**src/inc/lcdid_consts.svh**
```systemverilog
// constants for the display instruction decoder
`ifndef LCDID_CONSTS_SVH
`define LCDID_CONSTS_SVH

// clock rate and execution times
`define LCDID_CLK_MHZ 20
`define LCDID_EXEC_NS 40000
`define LCDID_HOME_NS 1640000
`define LCDID_EXEC_CYC ((`LCDID_EXEC_NS * `LCDID_CLK_MHZ + 999) / 1000)
`define LCDID_HOME_CYC ((`LCDID_HOME_NS * `LCDID_CLK_MHZ + 999) / 1000)
`define LCDID_CNT_W 16

// display ram address map
`define LCDID_ADDR_W 7
`define LCDID_ADDR_ZERO 7'h00
`define LCDID_LINE2_BASE 7'h40
`define LCDID_LINE1_LAST 7'h27
`define LCDID_LINE2_LAST 7'h67
`define LCDID_ONE_LINE_LAST 7'h4f
`define LCDID_RAM_DEPTH 128

// display shift wraps at the line length
`define LCDID_SHIFT_LAST_2L 7'h27
`define LCDID_SHIFT_LAST_1L 7'h4f

// glyph ram address width
`define LCDID_GLYPH_W 6
`define LCDID_GLYPH_ZERO 6'h00

// instruction field positions
`define LCDID_B_DL 4
`define LCDID_B_LINES 3
`define LCDID_B_DISP 2
`define LCDID_B_CURS 1
`define LCDID_B_BLINK 0
`define LCDID_B_INCR 1
`define LCDID_B_SHIFT 0
`define LCDID_B_SC 3
`define LCDID_B_RL 2

// reset values: 8-bit, one line, display and cursor off, increment
`define LCDID_MODE_RST 7'h42
`define LCDID_SPACE_CHAR 8'h20

`endif

```
**src/inc/lcdid_pkg.sv**
```systemverilog
// types and shared arithmetic of the display instruction decoder
`include "lcdid_consts.svh"

package lcdid_pkg;

    // host pins after synchronisation
    typedef struct packed {
        logic sel;
        logic rnw;
        logic [7:0] data;
    } lcdid_bus_type;

    // mode bits set by instructions
    typedef struct packed {
        logic eightBit;
        logic twoLine;
        logic displayOn;
        logic cursorOn;
        logic blinkOn;
        logic incr;
        logic shiftOnWrite;
    } lcdid_mode_type;

    // instruction classes, highest set bit decides
    typedef enum logic [8:0] {
        CMD_NONE = 9'b000000001,
        CMD_CLEAR = 9'b000000010,
        CMD_HOME = 9'b000000100,
        CMD_ENTRY = 9'b000001000,
        CMD_DISP = 9'b000010000,
        CMD_SHIFT = 9'b000100000,
        CMD_FUNC = 9'b001000000,
        CMD_GLYPH = 9'b010000000,
        CMD_DDADDR = 9'b100000000
    } lcdid_cmd_type;

    // busy sequencer states
    typedef enum logic [1:0] {
        ST_IDLE = 2'b01,
        ST_EXEC = 2'b10
    } lcdid_state_type;

    function automatic lcdid_cmd_type lcdid_classify(input logic [7:0] d);
        lcdid_cmd_type c;
        c = CMD_NONE;
        if (d[7]) c = CMD_DDADDR;
        else if (d[6]) c = CMD_GLYPH;
        else if (d[5]) c = CMD_FUNC;
        else if (d[4]) c = CMD_SHIFT;
        else if (d[3]) c = CMD_DISP;
        else if (d[2]) c = CMD_ENTRY;
        else if (d[1]) c = CMD_HOME;
        else if (d[0]) c = CMD_CLEAR;
        return c;
    endfunction

    // one step of the cursor address, wrapping line by line
    function automatic logic [6:0] lcdid_step(input logic [6:0] a,
                                              input logic up,
                                              input logic twoLine);
        logic [6:0] r;
        r = up ? a + 7'h01 : a - 7'h01;
        if (twoLine) begin
            if (up && a == `LCDID_LINE1_LAST) r = `LCDID_LINE2_BASE;
            if (up && a == `LCDID_LINE2_LAST) r = `LCDID_ADDR_ZERO;
            if (!up && a == `LCDID_ADDR_ZERO) r = `LCDID_LINE2_LAST;
            if (!up && a == `LCDID_LINE2_BASE) r = `LCDID_LINE1_LAST;
        end else begin
            if (up && a == `LCDID_ONE_LINE_LAST) r = `LCDID_ADDR_ZERO;
            if (!up && a == `LCDID_ADDR_ZERO) r = `LCDID_ONE_LINE_LAST;
        end
        return r;
    endfunction

    // display offset; up moves the picture left, both lines alike
    function automatic logic [6:0] lcdid_shift(input logic [6:0] s,
                                               input logic up,
                                               input logic twoLine);
        logic [6:0] last;
        logic [6:0] r;
        last = twoLine ? `LCDID_SHIFT_LAST_2L : `LCDID_SHIFT_LAST_1L;
        if (up) r = (s >= last) ? 7'h00 : s + 7'h01;
        else r = (s == 7'h00) ? last : s - 7'h01;
        return r;
    endfunction

endpackage

```
**src/hw/lcd_instruction_decoder.sv**
```systemverilog
// instruction and data decoder of a character display controller
//
// Summary of operation
// - Reset: display off, display ram selected, cursor and shift zero.
// - Select high write: character byte stored at display address.
// - Function set: bit4 picks 8-bit transfers, bit3 picks two lines.
// - Display control: bit2 turns display on, bit1 shows cursor.
// - Entry mode: bit1 increments address per write, cursor moves right.
// - Entry mode bit0: every later character write shifts the display.
// - Shift on write with increment moves picture left, lines together.
// - Shift instruction with bits 3,2 clear moves only cursor left.
// - Shift instruction bits 3,2 set: display and cursor move right.
// - Shift instruction bit3 clear, bit2 set moves only cursor right.
// - Return home clears display shift and puts cursor at address zero.
// - Bit7 instruction loads display address; 0x40 is second line start.
// - Write after cursor move overwrites there, then shifts display.
`timescale 1ns/1ns
`include "lcdid_consts.svh"

module lcd_instruction_decoder #(
    parameter int EXEC_CYC = `LCDID_EXEC_CYC,
    parameter int HOME_CYC = `LCDID_HOME_CYC
) (
    // clock and reset
    input wire logic mclk,
    input wire logic reset_n,
    input wire logic clkEn,
    // host parallel port pins
    input wire logic instrDataSelect,
    input wire logic readNotWrite,
    input wire logic busStrobe,
    input wire logic [7:0] busData,
    // row and column scan side
    input wire logic [6:0] scanAddr,
    output logic [7:0] scanChar,
    // mode and position state
    output lcdid_pkg::lcdid_mode_type mode,
    output logic [6:0] cursorAddr,
    output logic [6:0] displayShift,
    output logic glyphSelect,
    output logic [5:0] glyphAddr,
    // glyph pattern write strobe
    output logic glyphWrite,
    output logic [7:0] glyphData,
    // execution in progress
    output logic busy
);

    lcdid_pkg::lcdid_bus_type busWord;
    logic busEvent;
    lcdid_pkg::lcdid_state_type state_reg;
    lcdid_pkg::lcdid_state_type state_next;
    logic [`LCDID_CNT_W-1:0] count_reg;
    lcdid_pkg::lcdid_cmd_type cmd;
    logic accept;
    logic isInstr;
    logic isData;
    logic charWrite;
    logic [7:0] d;

    lcdid_pin_sync u_sync (
        .mclk(mclk),
        .reset_n(reset_n),
        .clkEn(clkEn),
        .instrDataSelect(instrDataSelect),
        .readNotWrite(readNotWrite),
        .busStrobe(busStrobe),
        .busData(busData),
        .busWord(busWord),
        .busEvent(busEvent)
    );

    // transfers during execution are dropped; host must wait
    assign accept = busEvent && (state_reg == lcdid_pkg::ST_IDLE);
    assign isInstr = accept && !busWord.sel && !busWord.rnw;
    assign isData = accept && busWord.sel && !busWord.rnw;
    assign charWrite = isData && !glyphSelect;
    assign d = busWord.data;
    assign cmd = lcdid_pkg::lcdid_classify(d);
    assign busy = (state_reg == lcdid_pkg::ST_EXEC);

    lcdid_char_ram u_ram (
        .mclk(mclk),
        .reset_n(reset_n),
        .clkEn(clkEn),
        .wrEn(charWrite),
        .wrAddr(cursorAddr),
        .wrData(d),
        .rdAddr(scanAddr),
        .rdData(scanChar)
    );

    // busy sequencer next state
    always_comb begin
        state_next = state_reg;
        unique case (state_reg)
            lcdid_pkg::ST_IDLE: begin
                if (isInstr || isData) state_next = lcdid_pkg::ST_EXEC;
            end
            lcdid_pkg::ST_EXEC: begin
                if (count_reg <= `LCDID_CNT_W'(1)) begin
                    state_next = lcdid_pkg::ST_IDLE;
                end
            end
            default: state_next = lcdid_pkg::ST_IDLE;
        endcase
    end

    always_ff @(posedge mclk or negedge reset_n) begin
        if (!reset_n) begin
            state_reg <= lcdid_pkg::ST_IDLE;
        end else if (clkEn) begin
            state_reg <= state_next;
        end
    end

    // execution time counter; return home takes longer
    always_ff @(posedge mclk or negedge reset_n) begin
        if (!reset_n) begin
            count_reg <= '0;
        end else if (clkEn) begin
            if (isInstr && cmd == lcdid_pkg::CMD_HOME) begin
                count_reg <= `LCDID_CNT_W'(HOME_CYC);
            end else if (isInstr || isData) begin
                count_reg <= `LCDID_CNT_W'(EXEC_CYC);
            end else if (count_reg != '0) begin
                count_reg <= count_reg - `LCDID_CNT_W'(1);
            end
        end
    end

    // mode bits from function set, display control and entry mode
    always_ff @(posedge mclk or negedge reset_n) begin
        if (!reset_n) begin
            mode <= `LCDID_MODE_RST;
        end else if (clkEn && isInstr) begin
            unique case (cmd)
                lcdid_pkg::CMD_FUNC: begin
                    mode.eightBit <= d[`LCDID_B_DL];
                    mode.twoLine <= d[`LCDID_B_LINES];
                end
                lcdid_pkg::CMD_DISP: begin
                    mode.displayOn <= d[`LCDID_B_DISP];
                    mode.cursorOn <= d[`LCDID_B_CURS];
                    mode.blinkOn <= d[`LCDID_B_BLINK];
                end
                lcdid_pkg::CMD_ENTRY: begin
                    mode.incr <= d[`LCDID_B_INCR];
                    mode.shiftOnWrite <= d[`LCDID_B_SHIFT];
                end
                lcdid_pkg::CMD_NONE, lcdid_pkg::CMD_CLEAR,
                lcdid_pkg::CMD_HOME, lcdid_pkg::CMD_SHIFT,
                lcdid_pkg::CMD_GLYPH, lcdid_pkg::CMD_DDADDR: begin
                end
            endcase
        end
    end

    // data writes go to display ram until a glyph address is set
    always_ff @(posedge mclk or negedge reset_n) begin
        if (!reset_n) begin
            glyphSelect <= 1'b0;
        end else if (clkEn && isInstr) begin
            if (cmd == lcdid_pkg::CMD_DDADDR ||
                cmd == lcdid_pkg::CMD_HOME) begin
                glyphSelect <= 1'b0;
            end else if (cmd == lcdid_pkg::CMD_GLYPH) begin
                glyphSelect <= 1'b1;
            end
        end
    end

    // cursor position in display ram
    always_ff @(posedge mclk or negedge reset_n) begin
        if (!reset_n) begin
            cursorAddr <= `LCDID_ADDR_ZERO;
        end else if (clkEn) begin
            if (charWrite) begin
                // store first, then step by the entry direction
                cursorAddr <= lcdid_pkg::lcdid_step(cursorAddr, mode.incr,
                                                    mode.twoLine);
            end else if (isInstr && cmd == lcdid_pkg::CMD_DDADDR) begin
                cursorAddr <= d[6:0];
            end else if (isInstr && cmd == lcdid_pkg::CMD_HOME) begin
                cursorAddr <= `LCDID_ADDR_ZERO;
            end else if (isInstr && cmd == lcdid_pkg::CMD_SHIFT) begin
                // bit2 gives direction: clear left, set right
                cursorAddr <= lcdid_pkg::lcdid_step(
                    cursorAddr, d[`LCDID_B_RL], mode.twoLine);
            end
        end
    end

    // display offset; grows as the picture moves left
    always_ff @(posedge mclk or negedge reset_n) begin
        if (!reset_n) begin
            displayShift <= 7'h00;
        end else if (clkEn) begin
            if (charWrite && mode.shiftOnWrite) begin
                // increment shifts left, decrement right
                displayShift <= lcdid_pkg::lcdid_shift(
                    displayShift, mode.incr, mode.twoLine);
            end else if (isInstr && cmd == lcdid_pkg::CMD_HOME) begin
                displayShift <= 7'h00;
            end else if (isInstr && cmd == lcdid_pkg::CMD_SHIFT &&
                         d[`LCDID_B_SC]) begin
                // display shift: right shrinks offset, left grows it
                displayShift <= lcdid_pkg::lcdid_shift(
                    displayShift, !d[`LCDID_B_RL], mode.twoLine);
            end
        end
    end

    // glyph ram address and write strobe; pattern layout lives elsewhere
    always_ff @(posedge mclk or negedge reset_n) begin
        if (!reset_n) begin
            glyphAddr <= `LCDID_GLYPH_ZERO;
            glyphWrite <= 1'b0;
            glyphData <= 8'h00;
        end else if (clkEn) begin
            glyphWrite <= isData && glyphSelect;
            if (isData && glyphSelect) begin
                glyphData <= d;
                glyphAddr <= mode.incr ? glyphAddr + 6'h01 : glyphAddr - 6'h01;
            end else if (isInstr && cmd == lcdid_pkg::CMD_GLYPH) begin
                glyphAddr <= d[5:0];
            end
        end else begin
            glyphWrite <= 1'b0;
        end
    end

endmodule

```
**src/hw/lcdid_pin_sync.sv**
```systemverilog
// two-stage synchroniser for the host port and strobe edge detect
`timescale 1ns/1ns

module lcdid_pin_sync (
    // clock and reset
    input wire logic mclk,
    input wire logic reset_n,
    input wire logic clkEn,
    // raw host pins
    input wire logic instrDataSelect,
    input wire logic readNotWrite,
    input wire logic busStrobe,
    input wire logic [7:0] busData,
    // synchronised transfer
    output lcdid_pkg::lcdid_bus_type busWord,
    output logic busEvent
);

    lcdid_pkg::lcdid_bus_type meta_reg;
    lcdid_pkg::lcdid_bus_type sync_reg;
    logic strobeMeta_reg;
    logic strobeSync_reg;
    logic strobeOld_reg;

    // first stage feeds only the second stage
    always_ff @(posedge mclk or negedge reset_n) begin
        if (!reset_n) begin
            meta_reg <= '0;
            sync_reg <= '0;
            strobeMeta_reg <= 1'b0;
            strobeSync_reg <= 1'b0;
            strobeOld_reg <= 1'b0;
        end else if (clkEn) begin
            meta_reg <= {instrDataSelect, readNotWrite, busData};
            sync_reg <= meta_reg;
            strobeMeta_reg <= busStrobe;
            strobeSync_reg <= strobeMeta_reg;
            strobeOld_reg <= strobeSync_reg;
        end
    end

    // hold the pins as seen while the strobe was high; hold time on the
    // host side may be shorter than a clock period
    always_ff @(posedge mclk or negedge reset_n) begin
        if (!reset_n) begin
            busWord <= '0;
        end else if (clkEn && strobeSync_reg) begin
            busWord <= sync_reg;
        end
    end

    // transfer completes on the falling strobe edge
    always_ff @(posedge mclk or negedge reset_n) begin
        if (!reset_n) begin
            busEvent <= 1'b0;
        end else if (clkEn) begin
            busEvent <= strobeOld_reg & ~strobeSync_reg;
        end else begin
            busEvent <= 1'b0;
        end
    end

endmodule

```
**src/hw/lcdid_char_ram.sv**
```systemverilog
// character display memory, one write port and a registered scan port
`timescale 1ns/1ns
`include "lcdid_consts.svh"

module lcdid_char_ram (
    // clock and reset
    input wire logic mclk,
    input wire logic reset_n,
    input wire logic clkEn,
    // write port
    input wire logic wrEn,
    input wire logic [6:0] wrAddr,
    input wire logic [7:0] wrData,
    // scan read port
    input wire logic [6:0] rdAddr,
    output logic [7:0] rdData
);

    logic [7:0] mem [0:`LCDID_RAM_DEPTH-1];

    // contents are not reset; the display stays off until a display control instruction turns it on
    always_ff @(posedge mclk) begin
        if (clkEn && wrEn) begin
            mem[wrAddr] <= wrData;
        end
    end

    // registered read data
    always_ff @(posedge mclk or negedge reset_n) begin
        if (!reset_n) begin
            rdData <= `LCDID_SPACE_CHAR;
        end else if (clkEn) begin
            rdData <= mem[rdAddr];
        end
    end

endmodule

```
**config.mk**
```make
export PLATFORM = sky130hd
export DESIGN_NAME = lcd_instruction_decoder
export DESIGN_NICKNAME = d
export VERILOG_FILES = /design/src/inc/lcdid_pkg.sv /design/src/hw/lcd_instruction_decoder.sv /design/src/hw/lcdid_pin_sync.sv /design/src/hw/lcdid_char_ram.sv
export VERILOG_INCLUDE_DIRS = /design/src /design/src/inc
export SDC_FILE = /design/constraint.sdc
export NUM_CORES = 1
export LEC_CHECK = 0
export BUFFER_PORTS_ARGS = -buffer_cell sky130_fd_sc_hd__buf_2
export CAP_MARGIN = 10
export CORE_ASPECT_RATIO = 0.5
export CORE_MARGIN = 2
export CORE_UTILIZATION = 50
export DETAILED_ROUTE_END_ITERATION = 6
export PLACE_DENSITY = 0.66
export SYNTH_ARGS = -nofsm -noshare
export SYNTH_HDL_FRONTEND = slang
export SYNTH_SLANG_ARGS = --single-unit
```
**constraint.sdc**
```tcl
create_clock -name mclk -period 8.4 [get_ports mclk]
set_input_delay 0.84 -clock mclk [delete_from_list [all_inputs] [get_ports mclk]]
set_output_delay 0.84 -clock mclk [all_outputs]
set_load 0.02 [all_outputs]
```
# Word level (Yosys, flattened, before mapping)
# Memory sizes are Yosys's and may differ from the RTL's. A register that Yosys moved wholly into a read port is not among the register bits.
# Cells that the tools add are included.
totals:
  regBits: 89
  mem_bits_rw: 1024
  output_inout_bits: 46
  word_cells: 158
  n_memories: 1
mem_list:
  columns: ["name", "words", "word_bits", "read_ports", "rd_ports_with_merged_regs", "write_ports", "line_no", "text"]
  rows:
  - ["u_ram.mem", 128, 8, 1, 1, 1, "lcdid_char_ram.sv:19", "logic [7:0] mem [0:`LCDID_RAM_DEPTH-1];"]
classes:
  n_addsub: 7
  magnitude_cmp: 2
  eq_ne: 15
  muxes: 51
  bitwise_logic: 2
  n_reduce_logical: 52
ops:
  columns: ["op", "n"]
  rows:
  - ["two-way mux 7 bit", 28]
  - ["two-way mux 16 bit", 3]
  - ["two-way mux 9 bit", 3]
  - ["logical AND 1 bit", 26]
  - ["two-way mux 6 bit", 4]
  - ["equality test 7 bit (second input constant)", 3]
  - ["AND reduction 2 bit", 9]
  - ["less-or-equal comparator 16 x 1 -> 1 bit (second input constant)", 1]
  - ["nonzero test 16 bit", 1]
  - ["subtractor 16 x 1 -> 16 bit (second input constant)", 1]
  - ["adder 7 x 1 -> 7 bit (second input constant)", 2]
  - ["zero test 7 bit", 2]
  - ["subtractor 7 x 1 -> 7 bit (second input constant)", 2]
  - ["equality test 9 x 3 -> 1 bit (second input constant)", 1]
  - ["equality test 9 x 4 -> 1 bit (second input constant)", 1]
  - ["equality test 9 x 5 -> 1 bit (second input constant)", 1]
  - ["equality test 9 x 6 -> 1 bit (second input constant)", 1]
  - ["equality test 9 x 7 -> 1 bit (second input constant)", 1]
  - ["equality test 9 x 8 -> 1 bit (second input constant)", 1]
  - ["equality test 9 bit (second input constant)", 1]
  - ["equality test 7 x 6 -> 1 bit (second input constant)", 1]
  - [">= comparator 7 bit", 1]
  - ["adder 6 x 1 -> 6 bit (second input constant)", 1]
  - ["zero test 1 bit", 6]
  - ["17 further kinds", 28]

# Longest topological paths before layout
depth:
  depth_word: 14
  depth_mapped: 11

# Hierarchy
# Synthesis repeated with hierarchy kept, for this count alone.
unflattened:
  cells_unflattened: 2605
  area_unflattened_um2: 45936.6
modules_own_cells:
  columns: ["mod", "instances", "cells_per_inst", "area_per_inst_um2", "seq_area_each_um2"]
  rows:
  - ["lcdid_char_ram", 1, 2038, 40483.8, 30950.9]
  - ["lcd_instruction_decoder", 1, 492, 4139.0, 1380.1]
  - ["lcdid_pin_sync", 1, 75, 1313.8, 850.8]

# Worst setup path before layout
# No wires, ideal clock.
synth_path:
  path_kind: "reg-to-reg"
  start: "reg, netlist name u_sync.busWord[1]"
  end: "reg displayShift[2]"
  setup_ps: 144
  t_arrival_ps: 3215
  t_required_ps: 8256
  path_slack_ps: 5042
  stages_incl_launch_ff: 7
  cell_sequence: "dfrtp_1 or3b_2 o31ai_4 a21oi_1 o21a_1 a31oi_1 o22ai_1"
synth_via:
  elab_chain_cells: 12
  elab_cells_between_ends: 16
  cone_classes: "eq/ne (2); mux (9); reduce/logical (5)"
synth_lines:
  columns: ["item", "line_no", "text"]
  rows:
  - ["two-way mux 3 bit (*)", "lcdid_pkg.sv:52", "else if (d[1]) c = CMD_HOME;"]
  - ["two-way mux 4 bit (*)", "lcdid_pkg.sv:51", "else if (d[2]) c = CMD_ENTRY;"]
  - ["two-way mux 5 bit (*)", "lcdid_pkg.sv:50", "else if (d[3]) c = CMD_DISP;"]
  - ["two-way mux 6 bit (*)", "lcdid_pkg.sv:49", "else if (d[4]) c = CMD_SHIFT;"]
  - ["two-way mux 9 bit (*)", "lcdid_pkg.sv:48", "else if (d[5]) c = CMD_FUNC;"]
  - ["two-way mux 9 bit (*)", "lcdid_pkg.sv:47", "else if (d[6]) c = CMD_GLYPH;"]
  - ["two-way mux 9 bit (*)", "lcdid_pkg.sv:46", "if (d[7]) c = CMD_DDADDR;"]
  - ["equality test 9 x 6 -> 1 bit", "lcd_instruction_decoder.sv:205", "end else if (isInstr && cmd == lcdid_pkg::CMD_SHIFT &&"]
  - ["logical AND 1 bit (2 in a row)", "lcd_instruction_decoder.sv:205", null]
  - ["nonzero test 3 bit (no source line)", null, null]
  - ["AND reduction 2 bit (no source line)", null, null]
  - ["end signal: assignment", "lcd_instruction_decoder.sv:201", "displayShift <= lcdid_pkg::lcdid_shift("]
  - ["end signal: assignment", "lcd_instruction_decoder.sv:208", "displayShift <= lcdid_pkg::lcdid_shift("]
  - ["end: declaration", "lcd_instruction_decoder.sv:39", "output logic [6:0] displayShift,"]
# Mark *: on every way between the ends. The rest lies on a longest branch, timed or not.
# A chain may end at the register's enable or synchronous reset.

# Final worst setup path
layout_path:
  start: "reg state_reg[0]"
  end: "mem u_ram.mem[38][7] (enable)"
layout_via:
  elab_chain_cells: 8
layout_lines:
  columns: ["item", "line_no", "text"]
  rows:
  - ["start: declaration", "lcd_instruction_decoder.sv:51", "lcdid_pkg::lcdid_state_type state_reg;"]
  - ["start signal: assignment", "lcd_instruction_decoder.sv:111", "state_reg <= lcdid_pkg::ST_IDLE;"]
  - ["start signal: assignment", "lcd_instruction_decoder.sv:113", "state_reg <= state_next;"]
  - ["equality test 2 x 1 -> 1 bit", "lcd_instruction_decoder.sv:74", "assign accept = busEvent && (state_reg == lcdid_pkg::ST_IDLE);"]
  - ["logical AND 1 bit", "lcd_instruction_decoder.sv:74", null]
  - ["logical AND 1 bit (2 in a row)", "lcd_instruction_decoder.sv:76", "assign isData = accept && busWord.sel && !busWord.rnw;"]
  - ["logical AND 1 bit", "lcd_instruction_decoder.sv:77", "assign charWrite = isData && !glyphSelect;"]
  - ["logical AND 1 bit", "lcdid_char_ram.sv:23", "if (clkEn && wrEn) begin"]
  - ["two-way mux 1 bit", "lcdid_char_ram.sv:23", null]
  - ["two-way mux 1 bit (implied by the code)", "lcdid_char_ram.sv:24", "mem[wrAddr] <= wrData;"]
  - ["end: declaration", "lcdid_char_ram.sv:19", null]
# Every way passes these cells.

==> reports/results.ini <==
[cts]
cts_hold_buf=0
path_clk_slew_ps=70
cts_buffer_depth=3
numCtsBuffers=98
root_buffer=clkbuf_16
postCtsSetupBuffers=0
cts.sinks=1121
cts_tree=built
cts_resized=0
clk-insertion-delay-late_ps=700
htreeDepth=3

[finish]
fin_nets=2675
area_delta_synth_final_pct=9.49
final_common_cell=edfxtp_1
mostFrequentLayoutCells=1024 x edfxtp_1, 183 x nor2_1, 173 x mux4_2, 156 x mux2i_1, 127 x nand2_1
nFillCells=6954
finish.instance_area_sq_um=50500
layout-drive-gt1-share_pct=18.3
multiInputGateArea_sq_um=11800
final_cells=3962
largest_reg_flops=1024
register_area_sq_um=33200

[timing]
fmax_mhz=236
setup_viol=0
whs_ps=147
slew_headroom_pct=20.9
tightest_slew_ps=1190
finalHoldViolCount=0
drv_slew=0
fin_setup_tns_ps=0
fin_crit_ps=4230
skew_ps=22.5
fin_crit_sh_pct=50.3
rsz0062_at_grt=false

[synth]
ys_warn_count=0
yosysSeqAreaShare_pct=72.0
synthFlopType=edfxtp_1
synth_seq_cells=1121
synth.top_cells.by_area=edfxtp_1 67%, mux4_2 8.5%, dfrtp_1 5.0%
synth-async-reset-ratio_pct=8.65
ys_types=84
synth_top_family_by_area=multiplexers
syn_area_per_cell_sq_um=17.8
yosys.area.top_type=edfxtp_1
synth-xor-area-share_pct=0.342
synth_top_cell_area_share_pct=66.7
syn_inst=2590
synth_area_sq_um=46100
synthAdderAreaFrac_pct=0.423
synthMuxAreaShare_pct=14.3
synth-simple-area-share_pct=5.35
synth_edf_count=1024
synth_compound_area_share_pct=5.05
syn_nets=2626

[global_routing]
antenna_found_initial=5
overflow=0
grt_pass1_vias=24019
grt_pass1_wl_um=164000
grt_max_degree=126
globalRouteTotalUtil_pct=23.8

[status]
outcome=finished, final reports clean

[worst_setup_path]
end_kind=register
regToRegStartpoint=state_reg[0]
critPathRequiredTime_ps=8710
cp-start-kind=register
r2r_cells=6
cp.arrival_ps=4540
worstSetupPathType=register to register
timing.rr.end=u_ram.mem[38][7]
regToRegSetupSlack_ps=4170
worstPathMaxFanout=17

[placed_design]
placed_cells=3779
place_congestion=0.854
hpwl_um=66600
portBuffers=66
placed_area_sq_um=47300

[detailed_routing]
vias=24928
ant_nets=0
drc=0
dr.max_layer_used=met5
wl_met1_um=47800
routed-wl-met2_um=49700
routed_wl_um=111000
drtIter0Drc=3496
routedWlPerCell_um=28.0
vias_per_cell=6.29
routed-wl-met3_um=11000
dr.pass1.iters=6

[power]
leakage_nw=16.5
p_int_mw=9.67
peakVddDrop_mv=0.172
pwr-share-seq_pct=54.0
swShare_pct=26.8
clkPwrFrac_pct=34.3
combPwrFrac_pct=11.7
switching_power_mw=3.53
p_per_area_nw_per_um2=261
finalPower_mw=13.2

[run]
cap_violations=0

[die]
dieArea_sq_um=94800
initial_core_util_pct=50.7
die_x_um=433
core_sq_um=91000
io_pins=67
num_rows=78
die_y_um=219

[worst_hold_path]
worstHoldPathType=input pin to async pin

## worst max-delay path: stages (launching register included)
cell and delay (ps):
dfstp_2 540, nand4bb_1 640, nor2_2 580, nand2_1 140
nor2_1 210, nand3_2 680, nor2_1 1020
## power groups by stage
stage	Clock (mW)	Combinational (mW)	Sequential, mW
after global placement	0	1.50	7.23
after floorplan	0	0.844	7.26
after global routing	4.79	1.68	7.17
after CTS	4.56	1.55	7.13
final	4.53	1.54	7.13
after detailed placement	0	1.54	7.25
## cell type report
type	instances	share of cell area, %
flip-flops and latches	1121	65.8
multi-input cells	1287	23.3
clock buffers	126	5.21
well taps	1240	3.07
repair buffers	104	1.32
clock inverters	54	1.07
inverters	27	0.201
diodes	3	0.0149
## layer usage
metal | GRT usage (%) | up-vias
met5 | 0 | -
met4 | 5.49 | 4
met3 | 5.55 | 169
met2 | 34.9 | 1224
met1 | 36.2 | 12995
li1 | - | 10536
## cells in the mapped netlist (11+ instances only)
cell / instances
dfrtp_1: 93
nor3_1: 34
inv_1: 27
ha_1: 14
nor2b_1: 30
nand2b_1: 23
buf_6: 27
o211ai_1: 27
a22oi_1: 20
buf_4: 11
mux2_2: 46
clkbuf_1: 68
mux4_1: 24
buf_8: 13
a31oi_1: 25
buf_2: 24
nor2_1: 184
nand3_1: 54
a21oi_1: 41
edfxtp_1: 1024
o221ai_1: 30
o21ai_0: 48
mux2i_1: 156
mux4_2: 173
nand2_1: 127
o22ai_1: 47
## worst max path at each step
stage          depth (start not counted)  slack [ps]               from               end
2_1_floorplan                          6        5040  u_sync.busWord[1]   displayShift[2]
3_3_place_gp                           8        3970        scanAddr[1]   u_ram.rdData[7]
3_5_place_dp                           9        3910        scanAddr[3]   u_ram.rdData[5]
4_1_cts                                6        4270       state_reg[0]  u_ram.mem[38][7]
5_1_grt                                6        3930       state_reg[0]  u_ram.mem[38][7]
6_report                               6        4170       state_reg[0]  u_ram.mem[38][7]
## per-stage QoR
step,utilization (%),setup WS (ps)
after detailed placement,52.0,3910
after CTS,55.5,4270
after global routing,55.5,3930
after global placement,52.0,3970
after floorplan,-,5040
final,55.5,4170
## cell families after synthesis
| kind of cell | count (synthesis) |
|---|---|
| flip-flops | 1121 |
| AND/OR/NAND/NOR | 523 |
| multiplexers | 399 |
| AO/OA/AOI/OAI | 332 |
| buffers and inverters | 182 |
| XOR/XNOR | 18 |
| adder cells (fa/ha/maj) | 15 |
Note: power is estimated with default switching activity, not from simulation.
